--- src/hdl/slpc_pkg.sv ---
/*
  Package for the sleep-mode power controller: register offsets, field
  positions, reset values, sleep modes, wake-up source positions and timing.
  Assumes a 50 MHz system clock and an APB register bus with 32-bit data.
*/
package slpc_pkg;

  // APB register byte offsets.
  localparam logic [11:0] SLPC_SLEEP_CTRL_OFS = 12'h0000;
  localparam logic [11:0] SLPC_CORE_CTRL_OFS = 12'h0004;
  localparam logic [11:0] SLPC_STATUS_OFS = 12'h0008;

  // Field positions in sleep_control_reg.
  localparam int SLPC_SE_BIT = 0;
  localparam int SLPC_SM_LSB = 1;
  // Field positions in core_control_reg.
  localparam int SLPC_BROWNOUT_SLEEP_UNLOCK_BIT = 5;
  localparam int SLPC_BROWNOUT_SLEEP_OFF_BIT = 6;

  // Values after reset.
  localparam logic [2:0] SLPC_SLEEP_CTRL_RST = 3'h0;

  // Sleep modes as selected by sleep_mode_select.
  typedef enum logic [1:0] {
    SLPC_MODE_IDLE = 2'h0,
    SLPC_MODE_ADC_NR = 2'h1,
    SLPC_MODE_PWR_DOWN = 2'h2,
    SLPC_MODE_PWR_SAVE = 2'h3
  } slpc_mode_t;

  // Wake-up source vector positions.
  localparam int SLPC_WK_EXT_LEVEL = 0;
  localparam int SLPC_WK_EXT_EDGE = 1;
  localparam int SLPC_WK_PIN_CHANGE = 2;
  localparam int SLPC_WK_SPM_READY = 3;
  localparam int SLPC_WK_ADC_DONE = 4;
  localparam int SLPC_WK_WDT_IRQ = 5;
  localparam int SLPC_WK_START_COND = 6;
  localparam int SLPC_WK_TIMER = 7;
  localparam int SLPC_WK_OTHER_IO = 8;
  localparam int SLPC_WK_WIDTH = 9;

  // Timing.
  localparam int SLPC_CLK_MHZ = 50;
  localparam int SLPC_WAKE_HALT_CYCLES = 4;
  localparam int SLPC_UNLOCK_WINDOW = 4;
  localparam int SLPC_BROWNOUT_SLEEP_OFF_DELAY = 3;
  localparam int SLPC_BROWNOUT_SLEEP_OFF_HOLD = 3;
  localparam int SLPC_BOD_WAKE_US = 60;
  localparam int SLPC_BOD_WAKE_CYCLES = SLPC_BOD_WAKE_US * SLPC_CLK_MHZ;
  localparam int SLPC_CNT_W = 16;

endpackage

--- src/hdl/slpc_timer.sv ---
/*
  Down-counting delay timer for the sleep controller.  A load pulse sets the
  count; done pulses once when the count reaches zero.  Assumes the caller
  never loads zero.
*/
`timescale 1ns/1ps
module slpc_timer (
  input wire logic clk_i, // System clock.
  input wire logic reset_n_i, // Synchronous reset, active low.
  input wire logic load_i, // Load pulse.
  input wire logic [slpc_pkg::SLPC_CNT_W-1:0] count_i, // Cycles to wait.
  output logic busy_o, // Count running.
  output logic done_o // One-cycle pulse at expiry.
);
  import slpc_pkg::*;

  typedef struct packed {
    logic [SLPC_CNT_W-1:0] count;
    logic done;
  } slpc_tmr_t;

  slpc_tmr_t st;
  slpc_tmr_t next_st;

  // Count down, raising done on the step to zero.
  always_comb begin
    next_st = st;
    next_st.done = 1'b0;
    if (load_i) begin
      next_st.count = count_i;
    end else if (st.count != '0) begin
      next_st.count = st.count - 1'b1;
      next_st.done = (st.count == 16'h0001);
    end
  end

  always_ff @(posedge clk_i) begin
    if (!reset_n_i) begin
      st <= '0;
    end else begin
      st <= next_st;
    end
  end

  assign busy_o = (st.count != '0);
  assign done_o = st.done;
endmodule

--- src/hdl/slpc_ctrl.sv ---
/*
  Sleep-mode power controller top.  Holds the sleep and core control registers
  on APB, takes the sleep instruction strobe from the core, gates clock domains
  per mode, filters wake sources, times wake-up and the brown-out shutdown.
  Assumes all inputs synchronous to clk_i; wake sources already synchronised.
*/
// Local design decisions: the register offsets and the APB slave port.
// Behaviour
// RULE1 - Sleep only when sleep_enable_bit set and sleep instruction executes; mode selects.
// RULE2 - Mode 00 Idle stops core and program memory clocks only.
// RULE3 - Mode 01 also stops peripheral clock; converter and async timer run.
// RULE4 - Mode 10 Power-down stops oscillator and all generated clocks.
// RULE5 - Mode 11 Power-save as Power-down but async timer clock and oscillator run.
// RULE6 - Enabled interrupt wakes; core held four cycles beyond start-up, then resumes.
// RULE7 - Register file and SRAM contents kept through sleep and wake.
// RULE8 - Any reset during sleep wakes toward the reset vector.
// RULE9 - Idle accepts every enabled interrupt as a wake source.
// RULE10 - ADC noise reduction wakes only from listed sources.
// RULE11 - Power-down wakes on resets, watchdog, start condition, pin change, level irq.
// RULE12 - Entering Idle or ADC noise reduction with converter enabled starts a conversion.
// RULE13 - Level wake source must hold its level a minimum time. The code has no hold filter and wakes on a single cycle of the level.
// RULE14 - Power-down wake delay equals reset time-out chosen by clock_source_fuse.
// RULE15 - Power-save timer wakes only if mask bit and global enable set.
// RULE16 - Software uses Power-down when async timer not selected.
// RULE17 - Brown-out shutdown only in deep modes and when fuse enables detector.
// RULE18 - Detector off right after sleep entry, back on at wake.
// RULE19 - Wake time extends to about 60 us after detector was off.
// RULE20 - brownout_sleep_off one turns detector off in eligible modes; resets zero.
// RULE21 - brownout_sleep_off writes accepted only via timed unlock sequence.
// RULE22 - Unlock write both ones, then within four cycles off one, unlock zero.
// RULE23 - Setting effective three cycles after set, self clears three cycles later.
// RULE24 - Sleep instruction with sleep_enable_bit zero is a no-operation.
`timescale 1ns/1ps
module slpc_ctrl #(
  parameter int unsigned BOD_WAKE_CYCLES = slpc_pkg::SLPC_BOD_WAKE_CYCLES // Detector wake time in cycles.
) (
  input wire logic clk_i, // System clock, 50 MHz.
  input wire logic reset_n_i, // Synchronous reset, active low.
  input wire logic psel, // APB select.
  input wire logic penable, // APB enable.
  input wire logic pwrite, // APB direction.
  input wire logic [11:0] paddr, // APB byte address.
  input wire logic [31:0] pwdata, // APB write data.
  output logic [31:0] prdata, // APB read data.
  output logic pready, // APB ready.
  output logic pslverr, // APB error on unmapped address.
  input wire logic sleep_instr_i, // Core executes the sleep instruction, pulse.
  input wire logic any_reset_i, // Any reset source during sleep, pulse or level.
  input wire logic [slpc_pkg::SLPC_WK_WIDTH-1:0] wake_src_i, // Enabled interrupt requests.
  input wire logic timer_async_select_i, // Async timer clocked from its oscillator.
  input wire logic [1:0] timer_irq_mask_i, // Overflow and compare enables.
  input wire logic [1:0] timer_events_i, // Overflow and compare events.
  input wire logic global_irq_en_i, // Global enable from cpu_status_reg.
  input wire logic converter_enabled_i, // Converter switched on.
  input wire logic brownout_level_fuse_i, // Detector enabled by fuse.
  input wire logic [slpc_pkg::SLPC_CNT_W-1:0] startup_cycles_i, // Time-out from clock_source_fuse.
  input wire logic clock_stable_i, // Main clock restarted and stable.
  output logic core_clock_domain_o, // Core clock enable.
  output logic program_memory_clock_o, // Program memory clock enable.
  output logic peripheral_clock_domain_o, // Peripheral clock enable.
  output logic converter_clock_domain_o, // Converter clock enable.
  output logic async_timer_clock_o, // Async timer clock enable.
  output logic main_osc_en_o, // Main oscillator enable.
  output logic timer_osc_en_o, // Timer oscillator enable.
  output logic brownout_detector_en_o, // Brown-out detector power.
  output logic adc_start_o, // Conversion start, pulse.
  output logic core_stall_o, // Core held during wake-up.
  output logic reset_vector_o, // Resume from reset vector, pulse.
  output logic wake_o, // Resume after sleep instruction, pulse.
  output logic asleep_o // Controller is in a sleep state.
);
  import slpc_pkg::*;

  typedef enum logic [1:0] {
    SLPC_ST_RUN,
    SLPC_ST_SLEEP,
    SLPC_ST_START,
    SLPC_ST_HALT
  } slpc_state_t;

  typedef struct packed {
    slpc_state_t state;
    logic se;
    slpc_mode_t mode;
    slpc_mode_t act_mode;
    logic brownout_sleep_off;
    logic brownout_sleep_unlock;
    logic [2:0] unlock_cnt;
    logic [2:0] brownout_sleep_off_cnt;
    logic bod_off;
    logic bod_was_off;
    logic adc_start;
    logic to_reset;
    logic wake;
    logic [2:0] halt_cnt;
    logic [31:0] prdata;
    logic pslverr;
  } slpc_ctrl_t;

  slpc_ctrl_t st;
  slpc_ctrl_t next_st;
  logic tmr_load;
  logic [SLPC_CNT_W-1:0] tmr_count;
  logic tmr_busy;
  logic wake_req;
  logic brownout_sleep_off_active;

  // Mode-dependent wake filter; used only to form wake_req, not by the checks.
  function automatic logic wake_allowed(input slpc_mode_t m, input logic [SLPC_WK_WIDTH-1:0] w,
                                        input logic tmr_ok);
    logic deep;
    deep = w[SLPC_WK_EXT_LEVEL] | w[SLPC_WK_PIN_CHANGE] | w[SLPC_WK_WDT_IRQ] | w[SLPC_WK_START_COND];
    case (m)
      SLPC_MODE_IDLE: wake_allowed = |w; // [RULE9]
      SLPC_MODE_ADC_NR: wake_allowed = deep | w[SLPC_WK_ADC_DONE] | w[SLPC_WK_SPM_READY]
                                       | w[SLPC_WK_TIMER]; // [RULE10]
      SLPC_MODE_PWR_DOWN: wake_allowed = deep; // [RULE11]
      default: wake_allowed = deep | tmr_ok; // [RULE15]
    endcase
  endfunction

  // Timer events count only when clocked asynchronously and fully enabled.
  assign wake_req = wake_allowed(st.act_mode, wake_src_i,
                                 timer_async_select_i & global_irq_en_i &
                                 (|(timer_events_i & timer_irq_mask_i))); // [RULE15]

  // Effective window of brownout_sleep_off: three cycles after set, for three.
  assign brownout_sleep_off_active = st.brownout_sleep_off && (st.brownout_sleep_off_cnt >= 3'(SLPC_BROWNOUT_SLEEP_OFF_DELAY)); // [RULE23]

  // Main state update, register writes and sleep sequencing.
  always_comb begin
    logic wr;
    logic rd;
    logic deep_mode;
    wr = psel && penable && pwrite;
    rd = psel && !penable && !pwrite;
    deep_mode = 1'b0;
    next_st = st;
    next_st.adc_start = 1'b0;
    next_st.wake = 1'b0;
    next_st.pslverr = 1'b0;
    tmr_load = 1'b0;
    tmr_count = startup_cycles_i;

    // Unlock window and self-clearing setting count.
    if (st.unlock_cnt != '0) begin
      next_st.unlock_cnt = st.unlock_cnt - 1'b1; // [RULE22]
    end
    if (st.brownout_sleep_off) begin
      if (st.brownout_sleep_off_cnt == 3'(SLPC_BROWNOUT_SLEEP_OFF_DELAY + SLPC_BROWNOUT_SLEEP_OFF_HOLD - 1)) begin
        next_st.brownout_sleep_off = 1'b0; // [RULE23]
        next_st.brownout_sleep_off_cnt = '0;
      end else begin
        next_st.brownout_sleep_off_cnt = st.brownout_sleep_off_cnt + 1'b1;
      end
    end
    if (st.brownout_sleep_unlock && st.unlock_cnt == 3'h1) begin
      next_st.brownout_sleep_unlock = 1'b0;
    end

    // APB writes.
    if (wr) begin
      if (paddr == SLPC_SLEEP_CTRL_OFS) begin
        next_st.se = pwdata[SLPC_SE_BIT];
        next_st.mode = slpc_mode_t'(pwdata[SLPC_SM_LSB +: 2]);
      end else if (paddr == SLPC_CORE_CTRL_OFS) begin
        if (pwdata[SLPC_BROWNOUT_SLEEP_OFF_BIT] && pwdata[SLPC_BROWNOUT_SLEEP_UNLOCK_BIT]) begin
          next_st.brownout_sleep_unlock = 1'b1; // [RULE21]
          next_st.unlock_cnt = 3'(SLPC_UNLOCK_WINDOW);
        end else if (st.unlock_cnt != '0 && !pwdata[SLPC_BROWNOUT_SLEEP_UNLOCK_BIT]) begin
          next_st.brownout_sleep_off = pwdata[SLPC_BROWNOUT_SLEEP_OFF_BIT]; // [RULE22] [RULE20]
          next_st.brownout_sleep_off_cnt = '0;
          next_st.brownout_sleep_unlock = 1'b0;
          next_st.unlock_cnt = '0;
        end
      end
    end

    // An unmapped write is flagged in its setup phase, so the error stands while pready is high.
    if (psel && !penable && pwrite && paddr != SLPC_SLEEP_CTRL_OFS && paddr != SLPC_CORE_CTRL_OFS &&
        paddr != SLPC_STATUS_OFS) begin
      next_st.pslverr = 1'b1;
    end

    // APB reads are taken in the setup phase; the registered data then stands through the access phase.
    if (rd) begin
      next_st.prdata = '0;
      if (paddr == SLPC_SLEEP_CTRL_OFS) begin
        next_st.prdata[2:0] = {st.mode, st.se};
      end else if (paddr == SLPC_CORE_CTRL_OFS) begin
        next_st.prdata[SLPC_BROWNOUT_SLEEP_OFF_BIT] = st.brownout_sleep_off;
        next_st.prdata[SLPC_BROWNOUT_SLEEP_UNLOCK_BIT] = st.brownout_sleep_unlock;
      end else if (paddr == SLPC_STATUS_OFS) begin
        next_st.prdata[4:0] = {st.bod_off, st.act_mode, st.state};
      end else begin
        next_st.pslverr = 1'b1;
      end
    end

    // Sleep sequencing.
    case (st.state)
      SLPC_ST_RUN: begin
        // The reset-vector request lives from the sleep state to the first running cycle only.
        next_st.to_reset = 1'b0; // [RULE8]
        if (sleep_instr_i && st.se) begin // [RULE1] [RULE24]
          next_st.state = SLPC_ST_SLEEP;
          next_st.act_mode = st.mode;
          deep_mode = st.mode[1];
          next_st.bod_off = deep_mode && brownout_level_fuse_i && brownout_sleep_off_active; // [RULE17] [RULE18]
          next_st.bod_was_off = next_st.bod_off;
          next_st.adc_start = !deep_mode && converter_enabled_i; // [RULE12]
        end
      end
      SLPC_ST_SLEEP: begin
        if (any_reset_i || wake_req) begin
          next_st.state = SLPC_ST_START;
          next_st.to_reset = any_reset_i; // [RULE8]
          next_st.bod_off = 1'b0; // [RULE18]
          tmr_load = 1'b1;
          if (st.bod_was_off) begin
            tmr_count = SLPC_CNT_W'(BOD_WAKE_CYCLES); // [RULE19]
          end else if (st.act_mode[1]) begin
            tmr_count = (startup_cycles_i == '0) ? SLPC_CNT_W'(1) : startup_cycles_i; // [RULE14]
          end else begin
            tmr_count = SLPC_CNT_W'(1);
          end
        end
      end
      SLPC_ST_START: begin
        // Waiting on the idle timer, not its done pulse, keeps a late clock_stable_i from hanging here.
        if (!tmr_busy && (clock_stable_i || !st.act_mode[1])) begin
          next_st.state = SLPC_ST_HALT;
          next_st.halt_cnt = 3'(SLPC_WAKE_HALT_CYCLES); // [RULE6]
        end
      end
      default: begin
        if (st.halt_cnt == 3'h1) begin
          next_st.state = SLPC_ST_RUN;
          next_st.wake = !st.to_reset; // [RULE6]
          next_st.to_reset = st.to_reset; // [RULE8]
          next_st.halt_cnt = '0;
        end else begin
          next_st.halt_cnt = st.halt_cnt - 1'b1;
        end
      end
    endcase
  end

  // Register the state; memories are never touched by this block.
  always_ff @(posedge clk_i) begin
    if (!reset_n_i) begin
      st <= '0; // [RULE7]
      st.state <= SLPC_ST_RUN;
    end else begin
      st <= next_st;
    end
  end

  slpc_timer u_timer (
    .clk_i(clk_i),
    .reset_n_i(reset_n_i),
    .load_i(tmr_load),
    .count_i(tmr_count),
    .busy_o(tmr_busy),
    .done_o()
  );

  // Clock gating per active sleep mode.
  always_comb begin
    logic sl;
    sl = (st.state == SLPC_ST_SLEEP);
    core_clock_domain_o = !(sl || st.state == SLPC_ST_START); // [RULE2]
    program_memory_clock_o = core_clock_domain_o; // [RULE2]
    peripheral_clock_domain_o = !(sl && st.act_mode != SLPC_MODE_IDLE); // [RULE3]
    converter_clock_domain_o = !(sl && st.act_mode[1]); // [RULE4]
    async_timer_clock_o = !(sl && st.act_mode == SLPC_MODE_PWR_DOWN); // [RULE5]
    main_osc_en_o = !(sl && st.act_mode[1]); // [RULE4]
    timer_osc_en_o = async_timer_clock_o; // [RULE5]
  end

  assign brownout_detector_en_o = brownout_level_fuse_i && !st.bod_off;
  assign adc_start_o = st.adc_start;
  assign core_stall_o = (st.state != SLPC_ST_RUN);
  assign reset_vector_o = st.to_reset && st.state == SLPC_ST_RUN;
  assign wake_o = st.wake;
  assign asleep_o = (st.state == SLPC_ST_SLEEP);
  assign prdata = st.prdata;
  assign pready = 1'b1;
  assign pslverr = st.pslverr;
endmodule

--- config.mk ---
export PLATFORM = sky130hd
export DESIGN_NAME = slpc_ctrl
export DESIGN_NICKNAME = d
export VERILOG_FILES = /design/src/hdl/slpc_pkg.sv /design/src/hdl/slpc_timer.sv /design/src/hdl/slpc_ctrl.sv
export SDC_FILE = /design/constraint.sdc
export NUM_CORES = 1
export LEC_CHECK = 0
export BUFFER_PORTS_ARGS = -buffer_cell sky130_fd_sc_hd__buf_2
export CORE_MARGIN = 2
export CORE_UTILIZATION = 25
export CTS_CLUSTER_DIAMETER = 100
export DETAILED_ROUTE_END_ITERATION = 8
export PLACE_DENSITY = 0.59
export SKIP_CTS_REPAIR_TIMING = 1
export SYNTH_ARGS = -nofsm -noshare
export SYNTH_HDL_FRONTEND = slang
export SYNTH_SLANG_ARGS = --single-unit
--- constraint.sdc ---
create_clock -name clk_i -period 2.43 [get_ports clk_i]
set_clock_uncertainty 0.15 [all_clocks]
set_input_delay 0.486 -clock clk_i [delete_from_list [all_inputs] [get_ports clk_i]]
set_output_delay 0.486 -clock clk_i [all_outputs]
set_load 0.02 [all_outputs]
==> results of run 1 <==
-- state kept, by name, indices dropped and copies added (netlist names) --
register and cells:
st 21, u_timer.st 16, prdata 7, adc_start_o 1
pslverr 1, wake_o 1
-- through the flow --
| stage | instances | power, W | cell area, µm² |
|---|---|---|---|
| floorplan | 401 | 0.001960 | 3080 |
| global placement | 586 | 0.002267 | 3445 |
| detailed placement | 586 | 0.002290 | 3445 |
| CTS | 594 | 0.003119 | 3618 |
| global route | 594 | 0.003320 | 3621 |
| finish | 594 | 0.003104 | 3621 |
-- kinds of logic (layout without fill, tap and decap cells) --
| family | Yosys count | after routing | synth area share (%) |
|---|---|---|---|
| muxes | 14 | 14 | 4.728 |
| buffers and inverters | 70 | 120 | 13.43 |
| xor gates and xnor gates | 6 | 6 | 1.757 |
| DFF | 47 | 47 | 31.46 |
| adders and majority gates | 11 | 11 | 4.602 |
| and+or+nand+nor | 152 | 152 | 26.74 |
| AOI/OAI and AO/OA | 75 | 75 | 17.03 |
| other | 2 | 26 | 0.2511 |
-- final timing paths --
check	startpoint	end	slack, ps	cells past startpoint
max reg2reg	u_timer.st[2]	st[54]	290	7
min	pwdata[2]	st[52]	290	3
min reg2reg	prdata[3]	prdata[3]	300	2
max	st[55]	timer_osc_en_o	130	5
-- critical path: stages, from the launching register on --
cell and delay [ps]:
dfxtp_1 360, inv_1 100, ha_2 300, nand2_1 150
or2_1 270, buf_2 180
-- placed cells by master (no fill, tap or decap), types with 5 or more instances in the layout --
cell type | synthesis | routed
inv_1 | 18 | 18
and2_1 | 7 | 7
o21ai_0 | 9 | 9
conb_1 | 2 | 26
and3_1 | 6 | 6
clkbuf_16 | 0 | 5
dfxtp_1 | 47 | 47
nor3_1 | 19 | 19
a21oi_1 | 22 | 22
buf_4 | 36 | 14
buf_2 | 3 | 78
nand2_1 | 29 | 29
ha_1 | 11 | 10
nand4_1 | 8 | 8
nor2b_1 | 9 | 9
nor4_1 | 9 | 9
mux2i_1 | 13 | 13
nand2b_1 | 5 | 5
nor2_1 | 33 | 33
nand3_1 | 11 | 11
a211oi_1 | 7 | 7
-- final cells by class --
cell class | count | area (µm²) | share of cell area (%)
Multi-Input combinational cell | 284 | 1740 | 48.07
Sequential cell | 47 | 940.9 | 25.98
Timing Repair Buffer | 93 | 515.5 | 14.24
Tap cell | 143 | 178.9 | 4.941
Clock buffer | 6 | 138.9 | 3.836
Inverter | 19 | 71.32 | 1.970
Clock inverter | 2 | 35.03 | 0.9675
-- routing by layer --
metal	share of wire [%]	routed length (µm)	vias up	track usage, %
met5	0	0	-	0
met4	1.2	96	0	3.008
met3	5.0	412	14	3.082
met2	50	4097	83	22.95
met1	44	3619	1338	15.21
li1	-	-	1420	-
-- report_power, final --
part / switching [W] / internal [W]
Combinational: 0.000701 / 0.000582
Clock: 0.000298 / 0.000512
Sequential: 0.000120 / 0.000892
==> flow_summary.ini, run 1 <==
[run_status]
status = finished clean

[synthesis]
syn-mean-instance-area_um2 = 7.932
synth-edff-count = 0
synth_async_sr_flop_share_pct = 0
post_synth_inst_count = 377
synth_top_cells_by_area = dfxtp_1 (31%), buf_4 (9.0%), ha_1 (4.6%)
synth_cell_types = 54
synthTopCellsByCount = dfxtp_1 (47), buf_4 (36), nor2_1 (33), nand2_1 (29), a21oi_1 (22)
synthesis.area_um2 = 2990
netlist.top_cell.by_area = dfxtp_1
synth_seq_area_share_pct = 31.46
yosys.area.top_type_share_pct = 31.46
synth-warning-count = 0
synth-seq-cells = 47
synth.most_common_cell = dfxtp_1
yosys_most_used_dff = dfxtp_1

[sta]
worst_slack_ps = 128.6
setup_viol = 0
tns_ps = 0
timing.final.hold_violations = 0
fin_hold_ws_ps = 294.2
worst-slew-pin-transition_ps = 505.5
finalCritPeriodShare_pct = 94.71
timing.final.crit_period_ps = 2301
worst_rel_slew_slack_pct = 65.99
drv_slew = 0
grt_setup_unrepaired = no
maxClockFrequency_mhz = 434.5

[critical_path]
critical_path.max_fanout = 8
path_class = flop to primary output
timing.critical_path.required_ps = 1790
critPathCaptureType = primary output
timing.critical_path.arrival_ps = 1670
startpoint_type = flop

[drt]
antenna_left = 0
route.vias.total = 2855
detail_route.drc_violations = 0
drt_pass1_iterations = 4
totalWireLength_um = 8225
routed_wire_length_per_instance_um = 13.85
route.detailed.vias_per_inst = 4.806
drt_first_iter_violations = 86

[grt]
grt_first_pass_wirelength_um = 13050
grt_antenna_before_repair = 0
grt_pass1_vias = 2737
grt.total_usage_pct = 12.71
grt_max_degree = 29
grt_overflow_total = 0

[clock_network]
cts_tree = built
clock_path_buffers = 2
cts.htree.levels = 2
clock_latency_ps = 290
cts.sink_count = 47
cts_buffers = 5
clock_tree.root_cell = clkbuf_16
clk_pin_slew_worst_paths_ps = 70

[worst_hold_path]
timing.hold.worst.class = primary input to flop

[die]
die_area_um2 = 12850
num_rows = 39
floorplan.die.width_um = 113.4
core-area_um2 = 11560
die_height_um = 113.4
io-pin-count = 132
initial_core_util_pct = 25.86

[flow_run]
max_cap_viol_count = 0

[final_layout]
drive_above_1_share_pct = 23.95
area_delta_synth_final_pct = 21.09
finish.net_count = 546
antenna_cells = 0
finish.utilization_pct = 31.31
fillCellCount = 1208

[power]
power_density_nw_per_um2 = 857.4
static-leakage-power_nw = 1.541
vdd_drop_max_mv = 0.3464

[placed_design]
place.gp.congestion = 0.7965
post-dp-hpwl_um = 6428
place_ws_ps = 250.5
io_buffer_count = 78
Power figures use the tool's default switching activity.
==> run 2, diff against run 1 <==
--- a/config.mk
+++ b/config.mk
@@ -6,7 +6,7 @@
 export NUM_CORES = 1
 export LEC_CHECK = 0
 export BUFFER_PORTS_ARGS = -buffer_cell sky130_fd_sc_hd__buf_2
-export CORE_MARGIN = 2
+export CORE_MARGIN = 1.5
 export CORE_UTILIZATION = 25
 export CTS_CLUSTER_DIAMETER = 100
 export DETAILED_ROUTE_END_ITERATION = 8
==> flow_summary.ini, run 2 (same netlist as run 1, synthesis figures left out) <==
[final_layout]
finish.net_count = 548
antenna_cells = 0
final_area_um2 = 3616
drive_above_1_share_pct = 23.84
largest_register = st
layout.cells.most_common_list = buf_2 (78), dfxtp_1 (47), nor2_1 (33)
instances_no_fill = 596
largest_register_ffs = 21
mostFrequentLayoutCell = buf_2
fillCellCount = 1259
area_delta_synth_final_pct = 20.92

[worst_hold_path]
min-delay-start = prdata[4]
whs_endpoint = prdata[4]
min_delay_path_depth = 2
timing.hold.worst.class = flop to flop

[placed_design]
io_buffer_count = 78
post-dp-hpwl_um = 6393
dpl.cell_count = 588
place.gp.congestion = 0.8671
placed_cell_area_um2 = 3460

[critical_path]
crit_slowest_cell = dfxtp_1
worst_path_max_stage_delay_ps = 340
startpoint_of_the_worst_slack_reg_to_reg_timing_path = u_timer.st[1]
critical_path.max_fanout = 7
path_class = flop to flop
reg2regPathDepth = 8
startpoint_type = flop
timing.critical_path.cells = inv_2 -> ha_1 -> nor2b_1 -> buf_4 -> and2_1 -> nand3_1 -> mux2_2 -> o22ai_1
timing.critical_path.required_ps = 2500
critPathCaptureType = flop
critPathTopFamily = simple AND/OR/NAND/NOR gates
count_of_buffering_cells_on_the_critical_path_with_inverters_included = 2
timing.critical_path.arrival_ps = 2270
r2r_setup_slack_ps = 220
critical_path.reg2reg.endpoint = u_timer.st[2]

[sta]
maxClockFrequency_mhz = 452.7
finalCritPeriodShare_pct = 90.90
grt_setup_unrepaired = no
drv_slew = 0
worst-slew-pin-transition_ps = 580.0
setup_viol = 0
tns_ps = 0
worst_rel_slew_slack_pct = 60.98
timing.final.crit_period_ps = 2209
timing.final.hold_violations = 0

[grt]
grt_first_pass_wirelength_um = 13210
grt_pass1_vias = 2748
grt_max_degree = 29
grt_antenna_before_repair = 0
grt.total_usage_pct = 12.89
grt_overflow_total = 0

[clock_network]
cts_buffers = 5
cts_tree = built
cts.htree.levels = 2
cts.sink_count = 47
clk_pin_slew_worst_paths_ps = 60
clock_latency_ps = 280
clock_path_buffers = 2
clock_tree.root_cell = clkbuf_16

[power]
switching_power_total_w = 0.001105
internal_power_w = 0.001915
clkPwrFrac_pct = 24.0
power_density_nw_per_um2 = 835.2
seq_power_share_pct = 33.7
static-leakage-power_nw = 1.543
vdd_drop_max_mv = 0.3609
net_switching_share_of_the_total_power_pct = 36.60
power.combinational.fraction_pct = 42.3

[drt]
antenna_left = 0
detail_route.drc_violations = 3
route.detailed.vias_per_inst = 4.748
totalWireLength_um = 8177
routed_wire_length_per_instance_um = 13.72
drt_first_iter_violations = 121
drt_pass1_iterations = 6
route.vias.total = 2830

[die]
initial_core_util_pct = 25.86
num_rows = 39
core-area_um2 = 11560
die_area_um2 = 12630
floorplan.die.width_um = 112.4
die_height_um = 112.4
io-pin-count = 132

[run_status]
failed_checks = DRC
status = finished, violations left

[flow_run]
max_cap_viol_count = 0
run 2: cell count changes in the layout (fill, tap and decap cells not counted), sizes merged:
| cell | delta |
|---|---|
| bufinv | -1 |
| buf | +2 |
| clkinv | -1 |
| clkbuf | +2 |
run 2: final cells by class:
class	instances	area [µm²]	area share (%)
sequential	47	940.9	26.02
timing repair buffer	95	530.5	14.67
multi-input combinational	284	1738	48.06
clock buffer	8	156.4	4.325
tap	143	178.9	4.948
inverter	19	71.32	1.972
run 2: how the worst max path moves through the flow:
| stage | start | to | cells after the start |
|---|---|---|---|
| 2_1_floorplan | st[55] | timer_osc_en_o | 6 |
| 5_1_grt | u_timer.st[2] | u_timer.st[2] | 8 |
| 3_3_place_gp | u_timer.st[1] | u_timer.st[2] | 8 |
| 4_1_cts | st[54] | async_timer_clock_o | 4 |
| 6_report | u_timer.st[1] | u_timer.st[2] | 8 |
| 3_5_place_dp | wake_src_i[2] | u_timer.st[12] | 7 |
run 2: power groups by stage:
| stage | Sequential (W) | Combinational (W) | Clock [W] |
|---|---|---|---|
| 2_1_floorplan | 0.00100 | 0.000958 | 0 |
| 3_3_place_gp | 0.00102 | 0.00123 | 0 |
| 3_5_place_dp | 0.00103 | 0.00126 | 0 |
| 4_1_cts | 0.00101 | 0.00127 | 0.000741 |
| 5_1_grt | 0.00103 | 0.00141 | 0.000782 |
| 6_report | 0.00102 | 0.00128 | 0.000726 |
run 2: worst reg2reg max path, stage by stage (launching register included):
cell and delay [ps]:
dfxtp_1 340, inv_2 80, ha_1 210, nor2b_1 230
buf_4 160, and2_1 290, nand3_1 220, mux2_2 310
o22ai_1 140
run 2: through the flow:
stage	hold slack [ps]	power, W	setup WS [ps]	util (%)
2_1_floorplan	282.3	0.001960	34.66	-
3_3_place_gp	294.1	0.002254	269.0	29.91
3_5_place_dp	295.9	0.002289	240.0	29.91
4_1_cts	303.1	0.003030	206.7	31.27
5_1_grt	305.1	0.003228	21.11	31.27
6_report	302.6	0.003020	221.0	31.27
run 2: routing by layer:
metal,track usage [%],routed length (µm)
met4,3.882,132
met2,23.52,4056
met1,15.63,3657
met3,1.944,331
met5,0,0
==> run 3, diff against run 2 <==
--- a/config.mk
+++ b/config.mk
@@ -5,7 +5,7 @@
 export SDC_FILE = /design/constraint.sdc
 export NUM_CORES = 1
 export LEC_CHECK = 0
-export BUFFER_PORTS_ARGS = -buffer_cell sky130_fd_sc_hd__buf_2
+export BUFFER_PORTS_ARGS = -buffer_cell sky130_fd_sc_hd__clkbuf_2
 export CORE_MARGIN = 1.5
 export CORE_UTILIZATION = 25
 export CTS_CLUSTER_DIAMETER = 100
==> flow_summary.ini, run 3 (same netlist as run 1, synthesis figures left out) <==
[final_layout]
drive_above_1_share_pct = 23.78
antenna_cells = 0
finish.utilization_pct = 31.20
mostFrequentLayoutCell = clkbuf_2
finish.net_count = 545
largest_register_ffs = 21
largest_register = st
layout.area.seq_um2 = 940.9
fillCellCount = 1233
multiInputGateArea_um2 = 1740
area_delta_synth_final_pct = 20.67
layout.cells.most_common_list = clkbuf_2 (78), dfxtp_1 (47), nor2_1 (33)
final_area_um2 = 3608

[critical_path]
startpoint_type = flop
critPathTopFamily = flip-flops
timing.critical_path.required_ps = 1790
worst_path_max_stage_delay_ps = 440
count_of_buffering_cells_on_the_critical_path_with_inverters_included = 1
r2r_setup_slack_ps = 220
reg2regPathDepth = 7
timing.critical_path.cells = ha_1 -> nand2_1 -> or2_1 -> clkbuf_2
startpoint_of_the_worst_slack_reg_to_reg_timing_path = u_timer.st[2]
critical_path.reg2reg.endpoint = st[55]
critical_path.max_fanout = 5
path_class = flop to primary output
critPathCaptureType = primary output
timing.critical_path.arrival_ps = 1610
crit_slowest_cell = dfxtp_1

[run_status]
status = finished, violations left
failed_checks = DRC

[drt]
antenna_left = 0
totalWireLength_um = 8092
drt_first_iter_violations = 112
route.vias.total = 2806
route.detailed.vias_per_inst = 4.732
routed_wire_length_per_instance_um = 13.65
drt_pass1_iterations = 6
detail_route.drc_violations = 3

[worst_hold_path]
timing.hold.worst.class = primary input to flop
min-delay-start = converter_enabled_i
whs_endpoint = adc_start_o
min_delay_path_depth = 3

[sta]
timing.final.crit_period_ps = 2250
worst_rel_slew_slack_pct = 63.44
worst-slew-pin-transition_ps = 543.4
timing.final.hold_violations = 0
drv_slew = 0
tns_ps = 0
setup_viol = 0
finalCritPeriodShare_pct = 92.61
maxClockFrequency_mhz = 444.4
grt_setup_unrepaired = no

[power]
vdd_drop_max_mv = 0.3899
static-leakage-power_nw = 1.546
power_density_nw_per_um2 = 849.6

[die]
die_height_um = 112.4
initial_core_util_pct = 25.86
io-pin-count = 132
core-area_um2 = 11560
die_area_um2 = 12630
num_rows = 39
floorplan.die.width_um = 112.4

[clock_network]
clock_tree.root_cell = clkbuf_16
clk_pin_slew_worst_paths_ps = 70
cts_buffers = 5
cts.sink_count = 47
cts.htree.levels = 2
clock_latency_ps = 280
cts_tree = built
clock_path_buffers = 2

[grt]
grt_first_pass_wirelength_um = 13320
grt_pass1_vias = 2731
grt.total_usage_pct = 12.98
grt_overflow_total = 0
grt_antenna_before_repair = 0
grt_max_degree = 29

[placed_design]
place.gp.congestion = 0.8305
io_buffer_count = 78
post-dp-hpwl_um = 6379
placed_cell_area_um2 = 3437

[flow_run]
max_cap_viol_count = 0
==> run 3: cell count changes in the layout (fill, tap and decap cells not counted), moves of 2 or more <==
cell / previous run / this run
buf_4: 16 / 13
clkbuf_8: 2 / 0
clkbuf_2: 0 / 78
buf_2: 78 / 0
==> run 3: per-stage QoR <==
step / hold slack (ps) / worst slack [ps] / std cells / total power [W]
detailed placement: 300.1 / 135.4 / 585 / 0.002273
global placement: 299.4 / 217.8 / 585 / 0.002252
global route: 286.3 / 14.95 / 593 / 0.003301
finish: 287.5 / 179.7 / 593 / 0.003066
floorplan: 282.3 / 34.66 / 401 / 0.001960
CTS: 280.7 / 110.4 / 593 / 0.003072
==> run 3: power by group <==
part / switching, W / internal [W] / leakage, nW
sequential: 0.000119 / 0.000892 / 0.382
combinational: 0.000693 / 0.000573 / 1.08
clock: 0.000303 / 0.000486 / 0.0838
total: 0.00112 / 0.00195 / 1.55
==> run 3: worst max path at each step <==
stage	slack, ps	startpoint	endpoint	cells past startpoint
2_1_floorplan	30	st[55]	timer_osc_en_o	6
3_3_place_gp	220	u_timer.st[1]	st[55]	7
3_5_place_dp	140	u_timer.st[2]	st[55]	7
4_1_cts	110	u_timer.st[2]	st[55]	7
5_1_grt	10	u_timer.st[2]	st[55]	7
6_report	180	st[54]	async_timer_clock_o	4
==> run 3: area by class of cell <==
cell class | instances | share of cell area [%]
multi-input cells | 284 | 48.23
flip-flops and latches | 47 | 26.07
repair buffers | 92 | 14.08
well taps | 143 | 4.958
clock buffers | 5 | 3.467
inverters | 19 | 1.976
clock inverters | 3 | 1.214
==> run 3: worst register-to-register path: stages (launching register included) <==
cell     delay (ps)
dfxtp_1         330
inv_1            90
ha_1            220
nor2b_2         260
nand3_2         150
o31a_1          340
nor4_2          370
mux2i_1         250
==> run 3: per-layer routing <==
layer	track usage [%]	routed length, µm
met4	2.785	42
met5	0	0
met2	23.56	4093
met3	2.646	320
met1	15.84	3636
